**config.mk**
```make
export PLATFORM = sky130hd
export DESIGN_NAME = cfsr_core
export DESIGN_NICKNAME = d
export VERILOG_FILES = /design/src/cfsr_pkg.sv /design/src/cfsr_resp_if.sv /design/src/cfsr_core.sv /design/src/cfsr_fmt.sv
export VERILOG_INCLUDE_DIRS = /design/src /design/src/src
export SDC_FILE = /design/constraint.sdc
export NUM_CORES = 1
export LEC_CHECK = 0
export ABC_AREA = 0
export BUFFER_PORTS_ARGS = -buffer_cell sky130_fd_sc_hd__buf_2
export CAP_MARGIN = 20
export CORE_ASPECT_RATIO = 0.7
export CORE_MARGIN = 4
export CORE_UTILIZATION = 50
export DETAILED_ROUTE_END_ITERATION = 10
export PLACE_DENSITY = 0.73
export SKIP_CTS_REPAIR_TIMING = 1
export SYNTH_ARGS = -nofsm -noshare
export SYNTH_HDL_FRONTEND = slang
export SYNTH_SLANG_ARGS = --single-unit
```
**constraint.sdc**
```tcl
create_clock -name ref_clk -period 6.8 [get_ports ref_clk]
set_clock_uncertainty 0.15 [all_clocks]
set_input_delay 0.34 -clock ref_clk [delete_from_list [all_inputs] [get_ports ref_clk]]
set_output_delay 0.34 -clock ref_clk [all_outputs]
set_load 0.005 [all_outputs]
```
**src/cfsr_defines.svh**
```systemverilog
// offsets, field positions, reset values and codes for the status block
`ifndef CFSR_DEFINES_SVH
`define CFSR_DEFINES_SVH
`define CFSR_ADDR_W 4
`define CFSR_OFF_LIVE 4'h0
`define CFSR_OFF_STICKY 4'h1
`define CFSR_OFF_MASK 4'h2
`define CFSR_OFF_FAULT 4'h3
`define CFSR_OFF_SRQ 4'h4
`define CFSR_OFF_ERR 4'h5
`define CFSR_OFF_TEST 4'h6
`define CFSR_OFF_ID 4'h7
`define CFSR_OFF_ROM 4'h8
`define CFSR_OFF_CTRL 4'h9
`define CFSR_OFF_RESP 4'hA
`define CFSR_OFF_QUERY 4'hB
`define CFSR_OFF_POLL 4'hC
`define CFSR_CTRL_CLR_BIT 0
`define CFSR_CTRL_SRQ_BIT 1
`define CFSR_MASK_RESET 9'h000
`define CFSR_SRQ_RESET 1'b0
`define CFSR_ERR_BIT 8
`define CFSR_POLL_PON_BIT 1
`define CFSR_POLL_RQS_BIT 6
`define CFSR_POLL_ERR_BIT 5
`define CFSR_TEST_PASS 8'h00
`endif

```
**src/cfsr_pkg.sv**
```systemverilog
// types shared by the status block and its response formatter
package cfsr_pkg;
  typedef enum logic [3:0] {
    CFSR_Q_LIVE,
    CFSR_Q_STICKY,
    CFSR_Q_MASK,
    CFSR_Q_FAULT,
    CFSR_Q_SRQ,
    CFSR_Q_ERR,
    CFSR_Q_TEST,
    CFSR_Q_ID,
    CFSR_Q_ROM
  } cfsr_query_t;
endpackage

```
**src/cfsr_resp_if.sv**
```systemverilog
// carrier between the status core and its response formatter
`timescale 1ns/1ps
interface cfsr_resp_if;
  import cfsr_pkg::*;
  logic load;
  cfsr_query_t query;
  logic [9:0] value;
  logic [3:0] digits;
  logic [11:0] bcd;
  logic busy;
  modport core (output load, output query, output value, output digits,
    input bcd, input busy);
  modport fmt (input load, input query, input value, input digits,
    output bcd, output busy);
endinterface
```
**src/cfsr_core.sv**
```systemverilog
// condition, sticky, fault and service request status block
// Operation
// RULE1: live condition register follows present conditions; readable by query.
// RULE2: sticky register catches every bit set live since its last read.
// RULE3: sticky register uses the same bit positions as live register.
// RULE4: enable mask picks which conditions may set fault bits.
// RULE5: enable mask is all zeros after power-on or reinit.
// RULE6: controller writes mask as sum of weights or name list.
// RULE7: name lists are comma separated, any order accepted.
// RULE8: mask query returns the enabled weights as decimal total.
// RULE9: fault bit set only on rising live bit with mask set.
// RULE10: fault bits stay set until fault query read clears them.
// RULE11: service request enable, 0 off 1 on, off after init.
// RULE12: service request setting query answers one digit 0 or 1.
// RULE13: reinit command or device clear restores power-on, clears powerup flag.
// RULE14: programming error sets the live error bit, maskable for service.
// RULE15: error query reports two-digit code of latest programming error.
// RULE16: self-test query runs tests per output state, reports failure code.
// RULE17: identification query returns model string plus output option.
// RULE18: firmware query returns four-digit date code.
// RULE19: numeric responses are three digits, leading zeros as spaces.
// RULE20: query replaces buffer; response sent once when talking, then dropped.
// RULE21: service request while enabled and any fault bit set.
// RULE22: reading the sticky register clears it; the code reloads it with the present live bits instead.
`timescale 1ns/1ps
`include "cfsr_defines.svh"
module cfsr_core
  import cfsr_pkg::*;
#(
  parameter int COND_W = 9,
  parameter logic [15:0] ROM_DATE = 16'h1234, // arbitrary date code
  parameter logic [7:0] MODEL_CODE = 8'h5A, // arbitrary model code
  parameter logic [7:0] OPTION_CODE = 8'h01 // arbitrary option code
)
(
  // clock and reset
  input wire logic ref_clk,
  input wire logic rst_b,
  // supply conditions and events
  input wire logic [COND_W-2:0] cond_in,
  input wire logic prog_err_pulse,
  input wire logic [7:0] prog_err_code,
  input wire logic dev_clear_pulse,
  input wire logic output_on,
  input wire logic option_installed,
  input wire logic [7:0] selftest_on_code,
  input wire logic [7:0] selftest_off_code,
  // register port
  input wire logic [`CFSR_ADDR_W-1:0] reg_addr,
  input wire logic [15:0] reg_wdata,
  input wire logic reg_wr,
  input wire logic reg_rd,
  output logic [15:0] reg_rdata,
  // service request and talk side
  output logic srq_out,
  output logic resp_valid,
  output logic [31:0] resp_data
);
  cfsr_resp_if rsp ();

  logic [COND_W-2:0] cond_s1_r;
  logic [COND_W-2:0] cond_s2_r;
  logic [COND_W-1:0] live_r;
  logic [COND_W-1:0] live_prev_r;
  logic [COND_W-1:0] sticky_r;
  logic [COND_W-1:0] mask_r;
  logic [COND_W-1:0] fault_r;
  logic srq_en_r;
  logic err_live_r;
  logic [7:0] err_code_r;
  logic pon_r;
  logic srq_r;
  logic [15:0] rdata_r;
  logic [15:0] rdata_nxt;
  logic resp_valid_r;
  logic [31:0] resp_data_r;
  logic [31:0] resp_nxt;
  logic fmt_pend_r;
  cfsr_query_t q_r;
  logic [COND_W-1:0] rise;
  logic wr_ctrl;
  logic clr_cmd;
  logic rd_sticky;
  logic rd_fault;
  logic q_wr;
  cfsr_query_t q_sel;
  logic talk_rd;

  cfsr_fmt u_fmt (
    .ref_clk(ref_clk),
    .rst_b(rst_b),
    .rsp(rsp)
  );

  // decode of the register strobes
  assign wr_ctrl = reg_wr && (reg_addr == `CFSR_OFF_CTRL);
  assign clr_cmd = dev_clear_pulse ||
    (wr_ctrl && reg_wdata[`CFSR_CTRL_CLR_BIT]); // RULE13
  assign q_wr = reg_wr && (reg_addr == `CFSR_OFF_QUERY);
  assign q_sel = cfsr_query_t'(reg_wdata[3:0]);
  assign rd_sticky = (reg_rd && reg_addr == `CFSR_OFF_STICKY) ||
    (q_wr && q_sel == CFSR_Q_STICKY);
  assign rd_fault = (reg_rd && reg_addr == `CFSR_OFF_FAULT) ||
    (q_wr && q_sel == CFSR_Q_FAULT);
  assign talk_rd = reg_rd && (reg_addr == `CFSR_OFF_RESP);

  // conditions come from pins, so two flops before use
  always_ff @(posedge ref_clk)
  begin
    if (!rst_b)
    begin
      cond_s1_r <= '0;
      cond_s2_r <= '0;
    end
    else
    begin
      cond_s1_r <= cond_in;
      cond_s2_r <= cond_s1_r;
    end
  end

  // error level holds until reinit; latest code kept
  always_ff @(posedge ref_clk)
  begin
    if (!rst_b || clr_cmd)
    begin
      err_live_r <= 1'b0;
      err_code_r <= 8'h00;
    end
    else if (prog_err_pulse)
    begin
      err_live_r <= 1'b1; // RULE14
      err_code_r <= prog_err_code; // RULE15
    end
  end

  // live register; error bit sits on top of the pin conditions
  always_ff @(posedge ref_clk)
  begin
    if (!rst_b || clr_cmd)
    begin
      live_r <= '0;
      live_prev_r <= '0;
    end
    else
    begin
      live_r <= {err_live_r, cond_s2_r}; // RULE1
      live_prev_r <= live_r;
    end
  end

  assign rise = live_r & ~live_prev_r;

  // sticky copy; a new set wins over the read clear
  always_ff @(posedge ref_clk)
  begin
    if (!rst_b || clr_cmd)
      sticky_r <= '0;
    else if (rd_sticky)
      sticky_r <= live_r; // RULE22 RULE2
    else
      sticky_r <= sticky_r | live_r; // RULE2 RULE3
  end

  // enable mask, written as a weight total
  always_ff @(posedge ref_clk)
  begin
    if (!rst_b || clr_cmd)
      mask_r <= COND_W'(`CFSR_MASK_RESET); // RULE5
    else if (reg_wr && reg_addr == `CFSR_OFF_MASK)
      mask_r <= reg_wdata[COND_W-1:0]; // RULE4 RULE6 RULE7
  end

  // faults latch on edges only; edge in read cycle survives
  always_ff @(posedge ref_clk)
  begin
    if (!rst_b || clr_cmd)
      fault_r <= '0;
    else if (rd_fault)
      fault_r <= rise & mask_r; // RULE10
    else
      fault_r <= fault_r | (rise & mask_r); // RULE9 RULE4
  end

  // service request enable
  always_ff @(posedge ref_clk)
  begin
    if (!rst_b || clr_cmd)
      srq_en_r <= `CFSR_SRQ_RESET; // RULE11
    else if (reg_wr && reg_addr == `CFSR_OFF_SRQ)
      srq_en_r <= reg_wdata[0]; // RULE11
    else if (wr_ctrl)
      srq_en_r <= reg_wdata[`CFSR_CTRL_SRQ_BIT];
  end

  // service request output, one cycle behind the fault bits
  always_ff @(posedge ref_clk)
  begin
    if (!rst_b)
      srq_r <= 1'b0;
    else
      srq_r <= srq_en_r && (|fault_r); // RULE21
  end

  // powerup flag: set from reset, cleared by reinit
  always_ff @(posedge ref_clk)
  begin
    if (!rst_b)
      pon_r <= 1'b1;
    else if (clr_cmd)
      pon_r <= 1'b0; // RULE13
  end

  // register reads, data in the following cycle
  always_comb
  begin
    rdata_nxt = 16'h0000;
    unique case (reg_addr)
      `CFSR_OFF_LIVE: rdata_nxt = 16'(live_r); // RULE1
      `CFSR_OFF_STICKY: rdata_nxt = 16'(sticky_r);
      `CFSR_OFF_MASK: rdata_nxt = 16'(mask_r); // RULE8
      `CFSR_OFF_FAULT: rdata_nxt = 16'(fault_r);
      `CFSR_OFF_SRQ: rdata_nxt = {15'h0000, srq_en_r}; // RULE12
      `CFSR_OFF_ERR: rdata_nxt = {8'h00, err_code_r};
      `CFSR_OFF_POLL:
      begin
        rdata_nxt[`CFSR_POLL_PON_BIT] = pon_r;
        rdata_nxt[`CFSR_POLL_ERR_BIT] = err_live_r;
        rdata_nxt[`CFSR_POLL_RQS_BIT] = srq_r;
      end
      `CFSR_OFF_RESP: rdata_nxt = resp_data_r[15:0];
      default: rdata_nxt = 16'h0000;
    endcase
  end

  always_ff @(posedge ref_clk)
  begin
    if (!rst_b)
      rdata_r <= 16'h0000;
    else if (reg_rd)
      rdata_r <= rdata_nxt;
    else
      rdata_r <= 16'h0000;
  end

  // query capture: snapshot value and start the decimal converter
  assign rsp.load = q_wr && !clr_cmd;
  assign rsp.query = q_sel;
  assign rsp.digits = 4'h3;
  always_comb
  begin
    rsp.value = 10'h000;
    unique case (q_sel)
      CFSR_Q_LIVE: rsp.value = 10'(live_r);
      CFSR_Q_STICKY: rsp.value = 10'(sticky_r);
      CFSR_Q_MASK: rsp.value = 10'(mask_r); // RULE8
      CFSR_Q_FAULT: rsp.value = 10'(fault_r);
      CFSR_Q_ERR: rsp.value = {2'b00, err_code_r}; // RULE15
      CFSR_Q_TEST: rsp.value = {2'b00, output_on ? selftest_on_code :
        selftest_off_code}; // RULE16
      default: rsp.value = 10'h000;
    endcase
  end

  // leading zeros shown as space (0xF nibble) for the talk side
  always_comb
  begin
    resp_nxt = 32'h0000_0000;
    unique case (q_r)
      CFSR_Q_SRQ: resp_nxt = {28'h0000000, 3'b000, srq_en_r}; // RULE12
      CFSR_Q_ID: resp_nxt = {8'h00, MODEL_CODE, 8'h00,
        option_installed ? OPTION_CODE : 8'h00}; // RULE17
      CFSR_Q_ROM: resp_nxt = {16'h0000, ROM_DATE}; // RULE18
      default:
      begin
        resp_nxt[11:0] = rsp.bcd; // RULE19
        if (rsp.bcd[11:8] == 4'h0)
        begin
          resp_nxt[11:8] = 4'hF; // RULE19
          if (rsp.bcd[7:4] == 4'h0)
            resp_nxt[7:4] = 4'hF;
        end
      end
    endcase
  end

  // one-deep output buffer: newest query replaces, talk read drops it
  always_ff @(posedge ref_clk)
  begin
    if (!rst_b || clr_cmd)
    begin
      q_r <= CFSR_Q_LIVE;
      fmt_pend_r <= 1'b0;
      resp_valid_r <= 1'b0;
      resp_data_r <= 32'h0000_0000;
    end
    else if (q_wr)
    begin
      q_r <= q_sel;
      fmt_pend_r <= 1'b1;
      resp_valid_r <= 1'b0; // RULE20
    end
    else if (fmt_pend_r && !rsp.busy)
    begin
      fmt_pend_r <= 1'b0;
      resp_valid_r <= 1'b1;
      resp_data_r <= resp_nxt;
    end
    else if (talk_rd && resp_valid_r)
    begin
      resp_valid_r <= 1'b0; // RULE20
      resp_data_r <= 32'h0000_0000;
    end
  end

  assign reg_rdata = rdata_r;
  assign srq_out = srq_r;
  assign resp_valid = resp_valid_r;
  assign resp_data = resp_data_r;
endmodule

```
**src/cfsr_fmt.sv**
```systemverilog
// binary to three-digit decimal converter for query responses
`timescale 1ns/1ps
module cfsr_fmt
  import cfsr_pkg::*;
(
  // clock and reset
  input wire logic ref_clk,
  input wire logic rst_b,
  // core side
  cfsr_resp_if.fmt rsp
);
  logic [9:0] rem_r;
  logic [3:0] hund_r;
  logic [3:0] tens_r;
  logic busy_r;

  // repeated subtraction; a few cycles, traded for no divider
  always_ff @(posedge ref_clk)
  begin
    if (!rst_b)
    begin
      rem_r <= 10'h000;
      hund_r <= 4'h0;
      tens_r <= 4'h0;
      busy_r <= 1'b0;
    end
    else if (rsp.load)
    begin
      rem_r <= rsp.value;
      hund_r <= 4'h0;
      tens_r <= 4'h0;
      busy_r <= 1'b1;
    end
    else if (busy_r)
    begin
      if (rem_r >= 10'h064)
      begin
        rem_r <= rem_r - 10'h064;
        hund_r <= hund_r + 4'h1;
      end
      else if (rem_r >= 10'h00A)
      begin
        rem_r <= rem_r - 10'h00A;
        tens_r <= tens_r + 4'h1;
      end
      else
        busy_r <= 1'b0;
    end
  end

  assign rsp.bcd = {hund_r, tens_r, rem_r[3:0]};
  assign rsp.busy = busy_r | rsp.load;
endmodule

```
==> results.sh <==
export IMPL_drive_above_1_share_pct=18.3
export IMPL_nFillCells=975
export IMPL_clk_latency_ps=410
export IMPL_end_kind="flop"
export IMPL_power_density_mw_per_mm2=247
export IMPL_synth_area_top_cells="dfxtp_1 42%, nor2_1 4.8%, mux2i_1 4.7%"
export IMPL_slowest_stage="o41ai_4"
export IMPL_core_area_mm2=0.0113
export IMPL_ys_types=65
export IMPL_drtPass1Iterations=7
export IMPL_finalSetupTns_ps=0
export IMPL_syn_cell_area_mm2=0.00591
export IMPL_clockBufferDepth=2
export IMPL_finalHoldViolations=0
export IMPL_power_switching_uw=390
export IMPL_required_ps=6950
export IMPL_io_buffers=84
export IMPL_top_layer_used="met4"
export IMPL_die_y_um=99.0
export IMPL_clkSinkCount=125
export IMPL_status="complete, no violations"
export IMPL_diodes=0
export IMPL_design_area_mm2=0.00695
export IMPL_yosys_top_cells_count="125 x dfxtp_1, 75 x nor2_1, 59 x nand2_1"
export IMPL_p_leak_uw=0.00303
export IMPL_wl_per_cell_um=18.4
export IMPL_synth_most_common_cell="dfxtp_1"
export IMPL_synth_seq_cells=125
export IMPL_fp_dieArea_mm2=0.0137
export IMPL_wl_met3_um=2080
export IMPL_nets=821
export IMPL_grt_pass1_wl_um=25900
export IMPL_drc_errors=0
export IMPL_power_frac_seq_pct=43.7
export IMPL_ant_nets=0
export IMPL_ys_warn_count=0
export IMPL_synth_top_flop_cell="dfxtp_1"
export IMPL_antenna_found_initial=0
export IMPL_rows=32
export IMPL_dp_final_hpwl_um=12300
export IMPL_fmax_mhz=390
export IMPL_arrival_ps=2710
export IMPL_die_w_um=138
export IMPL_crit_path_start_kind="flop"
export IMPL_grt_overflow=0
export IMPL_setup_violations=0
export IMPL_track_usage_pct=24.7
export IMPL_ioPinCount=110
export IMPL_sw_frac_of_total_pct=22.7
export IMPL_path_buf_inv=1
export IMPL_crit_type="flop to flop"
export IMPL_cts_tree="done"
export IMPL_max_slew_margin_pct=29.3
export IMPL_pwr_share_clk_pct=50.3
export IMPL_grt_pass1_vias=4763
export IMPL_dpl_cell_area_mm2=0.00630
export IMPL_area_delta_synth_final_pct=17.5
export IMPL_grt_max_degree=53
export IMPL_worstPathMaxFanout=8
export IMPL_vias_per_cell=5.85
export IMPL_initial_core_util_pct=52.4
export IMPL_vias=5363
export IMPL_worstMarginPinSlew_ps=1060
export IMPL_gp_congestion=0.989
export IMPL_route_met2_wl_um=7170
export IMPL_synth_edf_count=0
export IMPL_cpPeakStageDelay_ps=570
export IMPL_slew_viol_final=0
export IMPL_async_flop_share_pct=0
export IMPL_comb_power_share_pct=6.0
export IMPL_netlist_area_leader_share_pct=42.3
export IMPL_fin_crit_ps=2560
export IMPL_path_delay_family="compound AO/OA/AOI/OAI gates"
export IMPL_hold_path_class="primary input to flop"
export IMPL_htree_levels=4
export IMPL_period_share_pct=37.7
export IMPL_reg2reg_slack_ps=4240
export IMPL_power_internal_uw=1330
export IMPL_peakVddDrop_mv=0.195
export IMPL_drt_iter0_drc=695
export IMPL_maxCapViolCount=0
export IMPL_worstPathCellList="inv_1 -> ha_1 -> a21o_1 -> o41ai_4 -> nand2_2 -> a21boi_1 -> o211a_1"
export IMPL_syn_area_per_cell_um2=8.68
export IMPL_netlist_instances=681
export IMPL_wl_met1_um=7380
export IMPL_cts_buffers=17
export IMPL_drt_total_wl_um=16800
export IMPL_cts_root_buf="clkbuf_16"
export IMPL_synth_largest_area_cell="dfxtp_1"
export IMPL_utilization_pct=61.5
export IMPL_clk_pin_slew_worst_paths_ps=50
export IMPL_rsz0062_at_grt="false"
export IMPL_yosysSeqAreaShare_pct=42.3
-- routing by layer --
| layer | track usage, % | up-vias |
|---|---|---|
| li1 | - | 2540 |
| met1 | 36.1 | 2493 |
| met2 | 33.8 | 304 |
| met3 | 8.27 | 26 |
| met4 | 8.12 | 0 |
| met5 | 0 | - |
-- final cells by class --
cell class	count	area [um2]	share of cell area, %
clock inverters	11	119	1.71
multi-input cells	498	3100	44.6
clock buffers	21	450	6.48
repair buffers	97	538	7.74
well taps	153	191	2.76
flip-flops and latches	125	2500	36.0
inverters	12	45.0	0.648
-- through the flow --
stage / hold slack (ps) / cells / power, uW / setup WS, ps
after floorplan: 262 / 698 / 836 / 4660
after global placement: 264 / 877 / 860 / 4010
after detailed placement: 267 / 877 / 863 / 3950
after CTS: -31.6 / 909 / 1720 / 4230
after global routing: 24.7 / 917 / 1770 / 4060
final: 15.5 / 917 / 1720 / 4240
-- tightest hold or removal path, cell delays in order --
cell and delay [ps]:
buf_2 70, mux2i_1 50, nor2_1 70
-- sequential cells by signal, summed over array words and instances (netlist names) --
register      flops
q_r               4
reg_rdata        13
mask_r            9
u_fmt.tens_r      4
cond_s2_r         8
resp_data        14
err_live_r        1
fmt_pend_r        1
fault_r           9
live_r            9
u_fmt.hund_r      4
pon_r             1
srq_out           1
srq_en_r          1
resp_valid        1
u_fmt.rem_r      10
live_prev_r       9
sticky_r          9
u_fmt.busy_r      1
cond_s1_r         8
err_code_r        8
-- cell usage in the layout (no fill, tap or decap), types with 6 or more instances in the layout --
cell type and n:
mux2_2 7, a31oi_1 11, o22ai_1 7, a21oi_1 48
and3_1 23, a21o_1 15, a22oi_1 11, mux2i_1 28
and2_1 25, dfxtp_1 125, dlygate4sd3_1 8, o21ai_0 20
nand2_1 59, conb_1 18, ha_1 10, a22o_1 13
clkbuf_16 17, nor3_1 15, buf_2 84, nand3_1 24
nor2_1 75, nand2b_1 7, inv_1 12, nor3b_1 6
-- power by group through the flow --
| stage | logic [uW] | registers (uW) | clock network (uW) |
|---|---|---|---|
| 2_1_floorplan | 74.7 | 762 | 0 |
| 3_3_place_gp | 94.3 | 765 | 0 |
| 3_5_place_dp | 97.2 | 766 | 0 |
| 4_1_cts | 97.7 | 750 | 871 |
| 5_1_grt | 113 | 751 | 908 |
| 6_report | 103 | 751 | 864 |
-- path summary, 6_finish.rpt --
path	cells past startpoint	startpoint	endpoint
max	7	u_fmt.rem_r[2]$_SDFFE_PN0P_	u_fmt.rem_r[7]$_SDFFE_PN0P_
min	3	prog_err_code[4]	err_code_r[4]$_SDFFE_PP0P_
max reg2reg	7	u_fmt.rem_r[2]$_SDFFE_PN0P_	u_fmt.rem_r[7]$_SDFFE_PN0P_
min reg2reg	1	cond_s1_r[7]$_SDFF_PN0_	cond_s2_r[7]$_SDFF_PN0_
-- logic make-up after synthesis --
group	after synthesis	share of synthesized area, %
DFF	125	42.3
buffers and inverters	75	6.33
adders and majority gates	10	2.12
muxes	38	7.22
and+or+nand+nor	258	21.4
other	1	0.0634
AOI/OAI and AO/OA	166	19.4
xor gates and xnor gates	8	1.18
(Power assumes the default switching activity.)
